===== config.mk =====
export PLATFORM = sky130hd
export DESIGN_NAME = urx_top
export DESIGN_NICKNAME = d
export VERILOG_FILES = /design/src/urx_top.v /design/src/urx_fifo.v /design/src/urx_shift.v
export VERILOG_INCLUDE_DIRS = /design/src
export SDC_FILE = /design/constraint.sdc
export NUM_CORES = 1
export LEC_CHECK = 0
export BUFFER_PORTS_ARGS = -buffer_cell sky130_fd_sc_hd__clkbuf_2
export CAP_MARGIN = 20
export CORE_ASPECT_RATIO = 0.75
export CORE_MARGIN = 2
export CORE_UTILIZATION = 63
export DETAILED_ROUTE_END_ITERATION = 8
export PLACE_DENSITY = 0.95
export SLEW_MARGIN = 20
export SYNTH_ARGS = -nofsm -noshare
export SYNTH_HDL_FRONTEND = slang
export SYNTH_SLANG_ARGS = --single-unit

===== constraint.sdc =====
create_clock -name aclk -period 6.52 [get_ports aclk]
set_clock_uncertainty 0.05 [all_clocks]
set_input_delay 0.326 -clock aclk [delete_from_list [all_inputs] [get_ports aclk]]
set_output_delay 0.326 -clock aclk [all_outputs]
set_load 0.01 [all_outputs]

===== src/urx_defs.vh =====
// Register map, field positions, reset values and codes of the receive block.
`ifndef URX_DEFS_VH
`define URX_DEFS_VH

// ****************************************************************
// Register byte offsets
// ****************************************************************
`define URX_OFF_STATUS  8'h00
`define URX_OFF_CONTROL 8'h04
`define URX_OFF_FORMAT  8'h08
`define URX_OFF_DATA    8'h0c
`define URX_OFF_BAUD    8'h10

// ****************************************************************
// Field positions
// ****************************************************************
`define URX_ST_RXC      7
`define URX_ST_FE       4
`define URX_ST_DOR      3
`define URX_ST_UPE      2
`define URX_CT_IRQEN    7
`define URX_CT_RXEN     4
`define URX_CT_RX9      1
`define URX_FM_PEN      5
`define URX_FM_PODD     4
`define URX_FM_STOP     3
`define URX_FM_SIZE_HI  2
`define URX_FM_SIZE_LO  0
`define URX_E_FE        11
`define URX_E_DOR       10
`define URX_E_UPE       9
`define URX_E_B8        8

// ****************************************************************
// Reset values and codes
// ****************************************************************
`define URX_CTRL_RST    8'h00
`define URX_FMT_RST     8'h03
`define URX_BAUD_RST    16'h01b2
`define URX_SIZE_NINE   3'h7
`define URX_FIFO_DEPTH  2'h2
`define URX_RESP_OKAY   2'h0
`define URX_RESP_SLVERR 2'h2

`endif


===== src/urx_top.v =====
// Receive buffer, status flags and register slave of the serial port.
`timescale 1ns/10ps
`default_nettype none
`include "urx_defs.vh"

module urx_top (
   input  wire        aclk,              // System clock, 50 MHz.
   input  wire        aresetn,           // Synchronous reset, active low.
   input  wire [7:0]  awaddr,            // Write address.
   input  wire        awvalid,           // Write address valid.
   output reg         awready,           // Write address ready.
   input  wire [31:0] wdata,             // Write data.
   input  wire [3:0]  wstrb,             // Write byte strobes.
   input  wire        wvalid,            // Write data valid.
   output reg         wready,            // Write data ready.
   output reg  [1:0]  bresp,             // Write response.
   output reg         bvalid,            // Write response valid.
   input  wire        bready,            // Write response ready.
   input  wire [7:0]  araddr,            // Read address.
   input  wire        arvalid,           // Read address valid.
   output reg         arready,           // Read address ready.
   output reg  [31:0] rdata,             // Read data.
   output reg  [1:0]  rresp,             // Read response.
   output reg         rvalid,            // Read data valid.
   input  wire        rready,            // Read data ready.
   input  wire        serial_input_pin,  // Serial receive line.
   input  wire        global_irq_enable, // Global interrupt enable.
   output reg         rx_irq,            // Receive complete request.
   output reg         rx_pin_override    // Pin taken over by the receiver.
);
   // ****************************************************************
   // Configuration registers
   // ****************************************************************
   reg         receive_complete_irq_enable;
   reg         receiver_enable;
   reg         parity_enable_bit;
   reg         parity_odd_select;
   reg         stop_bit_count_select;
   reg  [2:0]  character_size_code;
   reg  [15:0] baud_divisor;
   localparam [7:0] CTRL_RST = `URX_CTRL_RST;
   localparam [7:0] FMT_RST  = `URX_FMT_RST;

   // ****************************************************************
   // Input synchroniser
   // ****************************************************************
   reg         rx_meta;
   reg         rx_sync;

   always @(posedge aclk) begin
      if (!aresetn) begin
         rx_meta <= 1'b1;
         rx_sync <= 1'b1;
      end else begin
         rx_meta <= serial_input_pin;
         rx_sync <= rx_meta;
      end
   end

   // ****************************************************************
   // Frame format decode
   // ****************************************************************
   reg  [3:0]  data_bits;
   reg  [8:0]  data_mask;
   integer     i;

   always @* begin
      data_mask = 9'h000;
      if (character_size_code == `URX_SIZE_NINE) begin
         data_bits = 4'h9;
      end else begin
         data_bits = {2'b00, character_size_code[1:0]} + 4'h5;
      end
      for (i = 0; i < 9; i = i + 1) begin
         data_mask[i] = (data_bits > i[3:0]);
      end
   end

   wire [3:0]  frame_bits = data_bits + {3'b000, parity_enable_bit} + 4'h1;

   // ****************************************************************
   // Shift register
   // ****************************************************************
   wire        start_det;
   wire        frame_done;
   wire [10:0] frame;

   urx_shift u_shift (
      .aclk       (aclk),
      .aresetn    (aresetn),
      .enable     (receiver_enable),
      .rxd        (rx_sync),
      .divisor    (baud_divisor),
      .nbits      (frame_bits),
      .start_det  (start_det),
      .frame_done (frame_done),
      .frame      (frame)
   );

   // ****************************************************************
   // Frame checking
   // ****************************************************************
   wire [8:0]  rx_data    = frame[8:0] & data_mask;
   wire        rx_parity  = frame[data_bits];
   wire        rx_stop    = frame[data_bits + {3'b000, parity_enable_bit}];
   wire        parity_bad = parity_enable_bit &
                            (^rx_data ^ rx_parity ^ parity_odd_select);

   // ****************************************************************
   // Hold stage and overrun
   // ****************************************************************
   reg         hold_valid;
   reg  [11:0] hold_entry;
   reg         overrun_pending;
   wire [1:0]  fifo_count;
   wire [11:0] fifo_head;
   wire        fifo_full  = (fifo_count == `URX_FIFO_DEPTH);
   wire [11:0] new_entry  = {~rx_stop, overrun_pending, parity_bad, rx_data};
   wire        data_pop;
   reg         fifo_wr;
   reg  [11:0] fifo_wdata;

   // A waiting frame moves in first; a frame that finds no room waits in hold.
   always @* begin
      fifo_wr    = 1'b0;
      fifo_wdata = new_entry;
      if (hold_valid && !fifo_full) begin
         fifo_wr    = 1'b1;
         fifo_wdata = hold_entry;
      end else if (frame_done && !hold_valid && !fifo_full) begin
         fifo_wr    = 1'b1;
      end
   end

   always @(posedge aclk) begin
      if (!aresetn || !receiver_enable) begin
         hold_valid      <= 1'b0;
         hold_entry      <= 12'h000;
         overrun_pending <= 1'b0;
      end else begin
         if (hold_valid && !fifo_full) begin
            hold_valid <= frame_done;
            hold_entry <= new_entry;
         end else if (frame_done && (hold_valid || fifo_full)) begin
            hold_valid <= 1'b1;
            hold_entry <= new_entry;
         end
         if (start_det && fifo_full && hold_valid) begin
            overrun_pending <= 1'b1;
         end else if (fifo_wr && frame_done && !hold_valid) begin
            overrun_pending <= 1'b0;
         end else if (hold_valid && !fifo_full && !frame_done) begin
            overrun_pending <= 1'b0;
         end
      end
   end

   urx_fifo u_fifo (
      .aclk    (aclk),
      .aresetn (aresetn),
      .flush   (~receiver_enable),
      .wr_en   (fifo_wr),
      .wr_data (fifo_wdata),
      .rd_en   (data_pop),
      .rd_data (fifo_head),
      .count   (fifo_count)
   );

   // ****************************************************************
   // Status view of the head frame
   // ****************************************************************
   wire        receive_complete_flag = (fifo_count != 2'h0);
   wire        frame_error_flag      = receive_complete_flag & fifo_head[`URX_E_FE];
   wire        overrun_flag          = receive_complete_flag & fifo_head[`URX_E_DOR];
   wire        parity_error_flag     = receive_complete_flag & parity_enable_bit &
                                       fifo_head[`URX_E_UPE];
   wire        received_ninth_bit    = receive_complete_flag & fifo_head[`URX_E_B8];

   // ****************************************************************
   // Register read mux
   // ****************************************************************
   reg  [31:0] rd_word;
   reg         rd_hit;

   always @* begin
      rd_word = 32'h0000_0000;
      rd_hit  = 1'b1;
      case (araddr)
         `URX_OFF_STATUS: begin
            rd_word[`URX_ST_RXC] = receive_complete_flag;
            rd_word[`URX_ST_FE]  = frame_error_flag;
            rd_word[`URX_ST_DOR] = overrun_flag;
            rd_word[`URX_ST_UPE] = parity_error_flag;
         end
         `URX_OFF_CONTROL: begin
            rd_word[`URX_CT_IRQEN] = receive_complete_irq_enable;
            rd_word[`URX_CT_RXEN]  = receiver_enable;
            rd_word[`URX_CT_RX9]   = received_ninth_bit;
         end
         `URX_OFF_FORMAT: begin
            rd_word[`URX_FM_PEN]  = parity_enable_bit;
            rd_word[`URX_FM_PODD] = parity_odd_select;
            rd_word[`URX_FM_STOP] = stop_bit_count_select;
            rd_word[`URX_FM_SIZE_HI:`URX_FM_SIZE_LO] = character_size_code;
         end
         `URX_OFF_DATA: begin
            rd_word[7:0] = receive_complete_flag ? fifo_head[7:0] : 8'h00;
         end
         `URX_OFF_BAUD: begin
            rd_word[15:0] = baud_divisor;
         end
         default: begin
            rd_hit = 1'b0;
         end
      endcase
   end

   // ****************************************************************
   // Read channel
   // ****************************************************************
   wire        ar_take = arvalid & arready;

   assign data_pop = ar_take & (araddr == `URX_OFF_DATA);

   always @(posedge aclk) begin
      if (!aresetn) begin
         arready <= 1'b0;
         rvalid  <= 1'b0;
         rdata   <= 32'h0000_0000;
         rresp   <= `URX_RESP_OKAY;
      end else begin
         if (ar_take) begin
            rvalid <= 1'b1;
            rdata  <= rd_word;
            rresp  <= rd_hit ? `URX_RESP_OKAY : `URX_RESP_SLVERR;
         end else if (rvalid && rready) begin
            rvalid <= 1'b0;
         end
         arready <= ~ar_take & (~rvalid | rready);
      end
   end

   // ****************************************************************
   // Write channel
   // ****************************************************************
   reg         aw_hold;
   reg  [7:0]  aw_addr;
   reg         w_hold;
   reg  [31:0] w_data;
   reg  [3:0]  w_strb;
   reg         next_aw_hold;
   reg         next_w_hold;
   reg         next_bvalid;
   wire        do_write = aw_hold & w_hold & ~bvalid;

   always @* begin
      next_aw_hold = (aw_hold | (awvalid & awready)) & ~do_write;
      next_w_hold  = (w_hold | (wvalid & wready)) & ~do_write;
      next_bvalid  = do_write | (bvalid & ~bready);
   end

   always @(posedge aclk) begin
      if (!aresetn) begin
         awready <= 1'b0;
         wready  <= 1'b0;
         bvalid  <= 1'b0;
         bresp   <= `URX_RESP_OKAY;
         aw_hold <= 1'b0;
         w_hold  <= 1'b0;
         aw_addr <= 8'h00;
         w_data  <= 32'h0000_0000;
         w_strb  <= 4'h0;
      end else begin
         aw_hold <= next_aw_hold;
         w_hold  <= next_w_hold;
         bvalid  <= next_bvalid;
         awready <= ~next_aw_hold & ~next_bvalid;
         wready  <= ~next_w_hold & ~next_bvalid;
         if (awvalid && awready) begin
            aw_addr <= awaddr;
         end
         if (wvalid && wready) begin
            w_data <= wdata;
            w_strb <= wstrb;
         end
         if (do_write) begin
            case (aw_addr)
               `URX_OFF_STATUS, `URX_OFF_CONTROL, `URX_OFF_FORMAT,
               `URX_OFF_DATA, `URX_OFF_BAUD: begin
                  bresp <= `URX_RESP_OKAY;
               end
               default: begin
                  bresp <= `URX_RESP_SLVERR;
               end
            endcase
         end
      end
   end

   // ****************************************************************
   // Register writes
   // ****************************************************************
   // Status bits are all hardware owned, so a status write changes nothing.
   always @(posedge aclk) begin
      if (!aresetn) begin
         receive_complete_irq_enable <= CTRL_RST[`URX_CT_IRQEN];
         receiver_enable             <= CTRL_RST[`URX_CT_RXEN];
         parity_enable_bit           <= FMT_RST[`URX_FM_PEN];
         parity_odd_select           <= FMT_RST[`URX_FM_PODD];
         stop_bit_count_select       <= FMT_RST[`URX_FM_STOP];
         character_size_code         <= FMT_RST[`URX_FM_SIZE_HI:`URX_FM_SIZE_LO];
         baud_divisor                <= `URX_BAUD_RST;
      end else if (do_write && w_strb[0]) begin
         case (aw_addr)
            `URX_OFF_CONTROL: begin
               receive_complete_irq_enable <= w_data[`URX_CT_IRQEN];
               receiver_enable             <= w_data[`URX_CT_RXEN];
            end
            `URX_OFF_FORMAT: begin
               parity_enable_bit     <= w_data[`URX_FM_PEN];
               parity_odd_select     <= w_data[`URX_FM_PODD];
               stop_bit_count_select <= w_data[`URX_FM_STOP];
               character_size_code   <= w_data[`URX_FM_SIZE_HI:`URX_FM_SIZE_LO];
            end
            `URX_OFF_BAUD: begin
               baud_divisor[7:0] <= w_data[7:0];
               if (w_strb[1]) begin
                  baud_divisor[15:8] <= w_data[15:8];
               end
            end
            `URX_OFF_STATUS: begin
               receive_complete_irq_enable <= receive_complete_irq_enable;
            end
            default: begin
               receiver_enable <= receiver_enable;
            end
         endcase
      end
   end

   // ****************************************************************
   // Interrupt request and pin ownership
   // ****************************************************************
   // Only the complete flag feeds the request; the error flags never do.
   always @(posedge aclk) begin
      if (!aresetn) begin
         rx_irq          <= 1'b0;
         rx_pin_override <= 1'b0;
      end else begin
         rx_irq          <= receive_complete_flag & receive_complete_irq_enable &
                            global_irq_enable;
         rx_pin_override <= receiver_enable;
      end
   end
endmodule
`default_nettype wire


===== src/urx_fifo.v =====
// Two-entry receive buffer memory with a registered head word.
`timescale 1ns/10ps
`default_nettype none
module urx_fifo (
   input  wire        aclk,     // System clock.
   input  wire        aresetn,  // Synchronous reset, active low.
   input  wire        flush,    // Empties the buffer.
   input  wire        wr_en,    // Stores wr_data.
   input  wire [11:0] wr_data,  // Entry to store.
   input  wire        rd_en,    // Drops the head entry.
   output reg  [11:0] rd_data,  // Head entry.
   output reg  [1:0]  count     // Number of entries held.
);
   reg  [11:0] mem [0:1];
   reg         wptr;
   reg         rptr;
   wire        do_wr     = wr_en & (count != `URX_FIFO_DEPTH);
   wire        do_rd     = rd_en & (count != 2'h0);
   wire        next_rptr = rptr ^ do_rd;

   always @(posedge aclk) begin
      if (do_wr) begin
         mem[wptr] <= wr_data;
      end
   end

   // The head word bypasses the memory when it is written in the same cycle.
   always @(posedge aclk) begin
      if (!aresetn || flush) begin
         wptr    <= 1'b0;
         rptr    <= 1'b0;
         count   <= 2'h0;
         rd_data <= 12'h000;
      end else begin
         wptr    <= wptr ^ do_wr;
         rptr    <= next_rptr;
         count   <= count + {1'b0, do_wr} - {1'b0, do_rd};
         rd_data <= (do_wr && (wptr == next_rptr)) ? wr_data : mem[next_rptr];
      end
   end
endmodule
`default_nettype wire


===== src/urx_shift.v =====
// Receive shift register: start detection, bit-centre sampling, frame capture.
`timescale 1ns/10ps
`default_nettype none
module urx_shift (
   input  wire        aclk,        // System clock.
   input  wire        aresetn,     // Synchronous reset, active low.
   input  wire        enable,      // Receiver enable; low abandons the frame.
   input  wire        rxd,         // Synchronised serial input.
   input  wire [15:0] divisor,     // Clock cycles per bit.
   input  wire [3:0]  nbits,       // Data, parity and first stop bit count.
   output reg         start_det,   // Pulse on a confirmed start bit.
   output reg         frame_done,  // Pulse when the first stop bit is in.
   output reg  [10:0] frame        // Captured bits, first bit in bit 0.
);
   localparam ST_IDLE  = 2'h0;
   localparam ST_START = 2'h1;
   localparam ST_BITS  = 2'h2;

   reg [1:0]  state;
   reg [15:0] cnt;
   reg [3:0]  idx;
   reg        rxd_q;

   always @(posedge aclk) begin
      if (!aresetn || !enable) begin
         state      <= ST_IDLE;
         cnt        <= 16'h0000;
         idx        <= 4'h0;
         rxd_q      <= 1'b1;
         start_det  <= 1'b0;
         frame_done <= 1'b0;
         frame      <= 11'h000;
      end else begin
         rxd_q      <= rxd;
         start_det  <= 1'b0;
         frame_done <= 1'b0;
         case (state)
            ST_IDLE: begin
               if (rxd_q && !rxd) begin
                  state <= ST_START;
                  cnt   <= divisor >> 1;
               end
            end
            ST_START: begin
               if (cnt != 16'h0000) begin
                  cnt <= cnt - 16'h0001;
               end else if (!rxd) begin
                  state     <= ST_BITS;
                  start_det <= 1'b1;
                  cnt       <= divisor - 16'h0001;
                  idx       <= 4'h0;
               end else begin
                  state <= ST_IDLE;
               end
            end
            ST_BITS: begin
               if (cnt != 16'h0000) begin
                  cnt <= cnt - 16'h0001;
               end else begin
                  frame[idx] <= rxd;
                  cnt        <= divisor - 16'h0001;
                  idx        <= idx + 4'h1;
                  // Sampling stops at the first stop bit; later stop bits are idle.
                  if (idx == nbits - 4'h1) begin
                     state      <= ST_IDLE;
                     frame_done <= 1'b1;
                  end
               end
            end
            default: begin
               state <= ST_IDLE;
            end
         endcase
      end
   end
endmodule
`default_nettype wire


==> results of run 1 <==
metal layers:
layer / global-route usage, % / routed length (µm) / part of all wire, %
met5: 0 / 0 / 0
met3: 6.89 / 2000 / 9.8
met2: 47.1 / 9130 / 45
met1: 40.8 / 8560 / 42
met4: 13.0 / 677 / 3.3
final cells by class:
type                    instances  share of cell area (%)
multi-input cells             696                    46.2
flip-flops and latches        169                    40.3
clock buffers                  17                    4.73
repair buffers                 70                    3.98
well taps                     166                    2.31
clock inverters                15                    1.66
inverters                      19                   0.793
sequential cells by signal (all words and copies together), names as in the netlist, 2 cells and up:
name and flops:
u_shift.state 2, u_shift.idx 4, hold_entry 12, baud_divisor 16
character_size_code 3, u_fifo.rd_data 12, w_data 16, rdata 16
u_shift.cnt 16, u_fifo.mem 24, aw_addr 8, w_strb 2
u_shift.frame 11, u_fifo.count 2
worst paths after layout:
path                                  startpoint  slack [ps]  cells after the start               to
worst max-delay path             u_shift.cnt[13]        2650                     11  u_shift.cnt[14]
worst max register to register   u_shift.cnt[13]        2650                     11  u_shift.cnt[14]
worst min-delay path            serial_input_pin          30                      2          rx_meta
worst min register to register           rx_meta         380                      1          rx_sync
placed cells by master, fill, tap and decap left out, types with 16 or more instances in the layout:
master,n
a21boi_0,44
a21oi_1,58
clkbuf_16,17
clkbuf_2,67
conb_1,18
dfxtp_1,145
edfxtp_1,24
ha_1,17
inv_1,19
mux2i_1,39
nand2_1,185
nand3_1,34
nor2_1,75
nor2b_1,16
nor3_1,17
o21ai_0,37
power groups by stage:
stage / Sequential, mW / Clock, mW / Combinational (mW)
after floorplan: 1.10 / 0 / 0.0559
after global placement: 1.10 / 0 / 0.0767
after detailed placement: 1.10 / 0 / 0.0791
after CTS: 1.08 / 0.984 / 0.0800
after global routing: 1.08 / 1.04 / 0.0902
final: 1.08 / 0.985 / 0.0819
through the flow:
stage               worst slack (ps)  power [mW]
floorplan                       3110        1.16
global placement                2890        1.18
detailed placement              2830        1.18
CTS                             2780        2.14
global route                    2470        2.21
finish                          2650        2.15
cell families (layout without fill, tap and decap cells):
| logic type | after synthesis | count (layout) | share of synthesized area, % |
|---|---|---|---|
| muxes | 42 | 42 | 5.67 |
| buffers and inverters | 83 | 121 | 4.88 |
| and+or+nand+nor | 385 | 385 | 22.0 |
| AOI/OAI and AO/OA | 212 | 212 | 17.1 |
| xor gates and xnor gates | 21 | 21 | 2.54 |
| DFF | 169 | 169 | 44.9 |
| adders and majority gates | 18 | 18 | 2.88 |
| other | 1 | 18 | 0.0464 |
synthesized netlist by cell type, types with 4 or more instances:
| cell | count |
|---|---|
| nand2_1 | 186 |
| or3_1 | 6 |
| or4_1 | 7 |
| a221oi_1 | 9 |
| xnor2_1 | 13 |
| inv_1 | 19 |
| o221ai_1 | 5 |
| nand3_1 | 34 |
| nand2b_1 | 9 |
| xor2_1 | 6 |
| nor2_1 | 75 |
| nor3_1 | 18 |
| buf_4 | 19 |
| a211oi_1 | 13 |
| mux2i_1 | 39 |
| o211ai_1 | 5 |
| ha_1 | 17 |
| o21ai_0 | 37 |
| dfxtp_1 | 145 |
| clkbuf_1 | 41 |
| nor2b_1 | 16 |
| a31oi_1 | 9 |
| nor4_1 | 4 |
| edfxtp_1 | 24 |
| a21boi_0 | 44 |
| a21oi_1 | 58 |
| and2_1 | 4 |
worst max-delay path, stage by stage (launching register included):
cell      delay [ps]
dfxtp_1          460
or4_4            220
nor4_4            80
and2_4           260
a21oi_1          200
ha_1             230
or4b_1           550
or4_1            460
nor4b_1          590
nand3_1          190
xnor2_1          180
a221oi_1         300
==> impl_metrics.ini, run 1 <==
[die]
dieArea_um2 = 13800
initial_core_util_pct = 65.2
core_area_um2 = 12400
die-height_um = 102
rows = 35
die_w_um = 135
boundaryPins = 104

[timing]
period_needed_ps = 3870
slew_viol_final = 0
setup-violations-final = 0
rsz0062_at_grt = no
max_freq_ghz = 0.258
holdWs_ps = 25.7
relSlewSlack_pct = 25.6
final_hold_viol_count = 0
worst_pin_slew_ps = 1120
period_share_pct = 59.4
tns_ps = 0

[drt]
first_pass_iters = 6
antenna_left = 0
vias = 7138
first_iter_violations = 760
wl_um = 20400
drc = 0
viasPerCell = 6.20
routedWlPerCell_um = 17.7

[placement]
place.gp.congestion = 0.951
io_buffers = 67
dp_cells = 1120
dpl_cell_area_um2 = 8400
place_hpwl_um = 13100

[power]
clkPwrFrac_pct = 45.9
ir_worst_vdd_mv = 0.215
power_density_nw_per_um2 = 239
combPwrFrac_pct = 3.8
power.leakage_nw = 3.51
p_int_mw = 1.61
seq_power_share_pct = 50.3
power_switching_mw = 0.537
swShare_pct = 25.0

[yosys]
yosysSeqAreaShare_pct = 44.9
syn-cell-area_um2 = 8080
postSynthCellCount = 931
ys.flop_type = dfxtp_1
async_flop_share_pct = 0
yosysTopAreaCell = dfxtp_1
yosys_warnings = 0
synth_edf_count = 24
syn-mean-instance-area_um2 = 8.68
synth_top_area_share_pct = 35.9
synth_cell_type_count = 69
yosys_register_bits = 169
synth.area.top_cells = dfxtp_1, edfxtp_1, nand2_1

[clocking]
clock_path_buffers = 2
cts_resized = 0
cts_tree = done
clkLatencyLatePin_ps = 440
cts_made_buffers = 17
holdBufCountCts = 0
cts_root_buf = clkbuf_16
h-tree-depth = 4
cts.clk_slew.worst_paths_ps = 70
post_cts_buffers = 0
cts.sinks = 169

[final_layout]
final_nets = 1052
finalNonFillerCells = 1152
multi_input_area_um2 = 4150
fillers = 834
seqCellArea_um2 = 3620
drive_above_1_share_pct = 12.3
fin_util_pct = 72.5
design_area_um2 = 8990
antenna_cells = 0
area_growth_pct = 11.3

[worst_setup_path]
critical_path_class = reg2reg
cp-end-kind = flop
cp_data_required_time_ps = 6800
crit_fanout = 22
start_kind = flop
worstPathArrival_ps = 4160

[job]
maxCapViolCount = 0

[global_routing]
grt_use_total_pct = 30.2
grt_overflow = 0
grt_antenna_before_repair = 0
grt_pass1_vias = 6554
grt_pass1_wl_um = 32500
grt_max_degree = 79

[outcome]
outcome = complete, no violations

[min_path]
hold_class = in2reg
No activity file was read; power rests on OpenSTA's default activity.
==> inputs of run 2 (changes only) <==
- CORE_UTILIZATION: 63 -> 58
- PLACE_DENSITY: 0.95 -> 0.91
- clock period: 6.52 -> 3.6 ns (I/O delays scaled with it)
==> impl_metrics.ini, run 2 (synthesis gave the netlist of run 1 again) <==
[outcome]
outcome = complete, no violations

[clocking]
cts_tree = done
clkLatencyLatePin_ps = 440
cts_root_buf = clkbuf_16
cts.clk_slew.worst_paths_ps = 70
h-tree-depth = 4
cts.sinks = 169
post_cts_buffers = 0
clock_path_buffers = 2
cts_made_buffers = 17

[worst_setup_path]
path_cells = or4_1 > nor4_4 > and2_4 > a21oi_1 > ha_1 > or4b_1 > or4_1 > nor4b_2 > buf_4 > nor2b_1 > o221ai_1 > a31oi_1
max_stage_delay_ps = 510
crit_buf_inv = 1
crit_fanout = 7
cp_data_required_time_ps = 3910
worstPathArrival_ps = 3690
cp_slowest_cell = or4b_1
cp-end-kind = flop
critical_path_class = reg2reg
start_kind = flop
path_delay_family = simple AND/OR/NAND/NOR gates
path_common_cell = or4_1

[drt]
vias = 7446
antenna_left = 0
drc = 0
viasPerCell = 6.15
routedWlPerCell_um = 18.3
first_pass_iters = 6
first_iter_violations = 808
wl_um = 22200

[global_routing]
grt_pass1_wl_um = 35400
grt_antenna_before_repair = 0
grt_use_total_pct = 30.0
grt_pass1_vias = 7081
grt_max_degree = 78
grt_overflow = 0

[power]
power.leakage_nw = 3.75
ir_worst_vdd_mv = 0.397
power_density_nw_per_um2 = 424

[final_layout]
top_register = u_fifo.mem
fillers = 961
layout_commonest_cell = nand2_1
seqCellArea_um2 = 3630
largest_register_ffs = 24
final_nets = 1101
finalNonFillerCells = 1210
antenna_cells = 0
multi_input_area_um2 = 4150
final_cell_mix = nand2_1, dfxtp_1, nor2_1
area_growth_pct = 17.4
drive_above_1_share_pct = 14.0
design_area_um2 = 9490

[placement]
io_buffers = 67
dpl_cell_area_um2 = 8550
place_hpwl_um = 13500
dp_cells = 1148
place.gp.congestion = 0.987
post-place-ws_ps = 204

[die]
die_w_um = 140
initial_core_util_pct = 59.1
dieArea_um2 = 14900
boundaryPins = 104
rows = 37
core_area_um2 = 13700
die-height_um = 106

[timing]
setup-violations-final = 0
final_hold_viol_count = 0
rsz0062_at_grt = no
worst_pin_slew_ps = 917
timing.final.ws_setup_ps = 222
max_freq_ghz = 0.296
tns_ps = 0
slew_viol_final = 0
relSlewSlack_pct = 38.8
period_needed_ps = 3380
holdWs_ps = 23.5
period_share_pct = 93.8

[min_path]
hold_class = in2reg

[job]
maxCapViolCount = 0
## run 2: worst paths after layout
check	from	end	slack, ps	cells past startpoint
max	u_shift.cnt[3]	u_shift.cnt[10]	220	12
min	araddr[2]	rdata[1]	20	3
max reg2reg	u_shift.cnt[3]	u_shift.cnt[10]	220	12
min reg2reg	rx_meta	rx_sync	370	1
## run 2: report_power, final
part | total, mW | switching, mW | internal (mW)
combinational | 0.181 | 0.101 | 0.0801
sequential | 1.96 | 0.0241 | 1.93
clock | 1.88 | 0.900 | 0.982
## run 2: area by class of cell
class / count / area share (%)
clock inverter: 14 / 1.75
clock buffer: 18 / 4.75
inverter: 19 / 0.752
timing repair buffer: 119 / 8.44
sequential: 169 / 38.3
multi-input combinational: 696 / 43.7
tap: 175 / 2.31
## run 2: stage by stage
step / total power, mW / utilization, %
after floorplan: 2.10 / -
after global placement: 2.14 / 62.6
after detailed placement: 2.14 / 62.6
after CTS: 4.01 / 69.3
after global routing: 4.13 / 69.5
final: 4.02 / 69.5
## run 2: timing repair
item	4_1_cts	5_1_grt
setup endpoints to repair	0	2
hold buffers	30	0
endpoints found under the hold margin	30	0
resized for setup	0	5
## run 2: worst min-delay path, cell delays in order
cell,delay [ps]
clkbuf_2,130
nand3_1,80
a21oi_1,70
## run 2: routing by layer
| layer | up-vias | share of wire [%] | GRT usage, % |
|---|---|---|---|
| met5 | - | 0 | 0 |
| met4 | 0 | 3.3 | 14.3 |
| met3 | 74 | 10 | 5.18 |
| met2 | 460 | 47 | 48.8 |
| met1 | 3486 | 40 | 39.2 |
| li1 | 3426 | - | - |
==> inputs of run 3 (changes only) <==
- SYNTH_HIERARCHICAL: default -> 1
==> impl_metrics.ini, run 3 <==
[yosys]
yosys_warnings = 6
synth_top_area_share_pct = 34.3
syn-cell-area_um2 = 8460
synthAdderAreaFrac_pct = 2.07
synth_edf_count = 24
syn-mean-instance-area_um2 = 8.66
synth-xor-area-share_pct = 3.30
synth_cell_type_count = 79
yosys_register_bits = 169
synth_top_family_by_area = simple AND/OR/NAND/NOR gates
synth.most_common_cell = nand2_1
synth-compound-area-share_pct = 18.3
yosysTopAreaCell = dfxtp_1
synth_mux_area_share_pct = 4.45
synth_simple_gate_area_share_pct = 24.0
async_flop_share_pct = 0
synth.area.top_cells = dfxtp_1, edfxtp_1, nand2_1
yosysSeqAreaShare_pct = 42.9
ys.flop_type = dfxtp_1
synth_commonest_cells = nand2_1, dfxtp_1, nor2_1, a21oi_1, o21ai_0
postSynthCellCount = 976

[global_routing]
grt_antenna_before_repair = 0
grt_overflow = 0
grt_pass1_vias = 7063
grt_use_total_pct = 28.6
grt_pass1_wl_um = 34700
grt_max_degree = 63

[timing]
tns_ps = 0
slew_viol_final = 0
max_freq_ghz = 0.303
setup-violations-final = 0
final_hold_viol_count = 0
relSlewSlack_pct = 30.3
period_share_pct = 91.5
worst_pin_slew_ps = 1040
rsz0062_at_grt = no
period_needed_ps = 3290

[clocking]
post_cts_buffers = 0
cts_tree = done
cts_resized = 0
clock_path_buffers = 2
holdBufCountCts = 29
cts.clk_slew.worst_paths_ps = 60
cts_root_buf = clkbuf_16
cts.sinks = 169
h-tree-depth = 4
clkLatencyLatePin_ps = 430
cts_made_buffers = 17

[worst_setup_path]
crit_end = u_shift/state[1]
cp_data_required_time_ps = 3920
reg2reg_from = character_size_code[1]
worstPathArrival_ps = 3620
crit_fanout = 10
reg2reg_depth = 12
crit_start = character_size_code[1]
ff2ff_setup_slack_ps = 310
start_kind = flop
cp-end-kind = flop
critical_path_class = reg2reg
worstReg2RegEnd = u_shift/state[1]

[power]
p_total_mw = 3.97
power_density_nw_per_um2 = 408
ir_worst_vdd_mv = 0.306
power.leakage_nw = 3.57

[drt]
first_pass_iters = 7
first_iter_violations = 1055
viasPerCell = 5.98
antenna_left = 0
routedWlPerCell_um = 17.2
drc = 0
wl_um = 21800
vias = 7573

[outcome]
outcome = complete, no violations

[final_layout]
antenna_cells = 0
layout_commonest_cell = nand2_1
drive_above_1_share_pct = 12.7
area_growth_pct = 15.2
largest_register_ffs = 24
final_cell_mix = nand2_1, dfxtp_1, clkbuf_2
top_register = u_fifo/mem
final_nets = 1129

[placement]
io_buffers = 67
place.gp.congestion = 0.879
place_hpwl_um = 14500

[die]
rows = 38
core_area_um2 = 14400
die-height_um = 109
boundaryPins = 104
dieArea_um2 = 15600
die_w_um = 143
initial_core_util_pct = 58.9

[job]
maxCapViolCount = 0

[min_path]
hold_class = in2reg
run 3: cell types whose count changed in the layout (fill, tap and decap cells not counted), sizes merged, moves of 7 or more:
cell | before | now
buf | 22 | 12
nor3b | 3 | 13
nand2 | 186 | 176
a21oi | 59 | 45
mux2i | 40 | 32
a31oi | 9 | 25
a22oi | 3 | 15
nor2b | 16 | 38
xor2 | 6 | 13
nor2 | 75 | 63
o21ai | 40 | 56
a211oi | 13 | 4
run 3: power breakdown:
group,leakage [nW],internal (mW),switching [mW]
Combinational,1.87,0.0771,0.0915
Sequential,1.41,1.93,0.0222
Clock,0.296,1.08,0.769
run 3: critical path, cell delays in order, from the launching register on:
cell and delay (ps):
dfxtp_1 330, ha_1 470, a21boi_0 340, ha_1 360, ha_1 220, xnor2_1 190, xnor2_1 180, xor2_1 230
xnor2_1 150, nand4_1 150, o22a_1 220, nor3_1 190, o21a_1 150
run 3: per-stage QoR:
stage	cell area [µm²]	utilization [%]	instances	hold slack (ps)	setup slack [ps]
2_1_floorplan	8520	-	993	231	588
4_1_cts	9740	67.8	1267	4.36	363
6_report	9740	67.8	1267	14.1	305
5_1_grt	9740	67.8	1267	36.8	11.4
3_5_place_dp	8840	61.6	1206	318	377
3_3_place_gp	8840	61.6	1206	312	489
run 3: how the worst min path moves through the flow:
stage | startpoint | to | slack [ps] | cells after the start
4_1_cts | bready | bvalid | 4 | 3
3_5_place_dp | serial_input_pin | rx_meta | 320 | 2
5_1_grt | bready | bvalid | 40 | 3
3_3_place_gp | serial_input_pin | rx_meta | 310 | 2
2_1_floorplan | serial_input_pin | rx_meta | 230 | 1
6_report | bready | bvalid | 10 | 3
run 3: cell families after synthesis:
logic type,Yosys count
buffers and inverters,85
AO/OA/AOI/OAI,235
flip-flops,169
AND/OR/NAND/NOR,407
XOR/XNOR,30
adder cells (fa/ha/maj),14
multiplexers,35
other,1
run 3: cell type report:
type	count	area (µm²)
multi-input combinational	739	4480
tap	200	250
timing repair buffer	108	716
inverter	19	71.3
clock buffer	19	464
sequential	169	3620
clock inverter	13	138
fill	1093	4620
run 3: per-layer routing:
| layer | track usage (%) | vias up | part of all wire (%) |
|---|---|---|---|
| met1 | 37.4 | 3522 | 42 |
| met5 | 0 | - | 0 |
| met2 | 46.2 | 399 | 46 |
| met3 | 6.55 | 70 | 9.4 |
| li1 | - | 3582 | - |
| met4 | 11.5 | 0 | 3.2 |
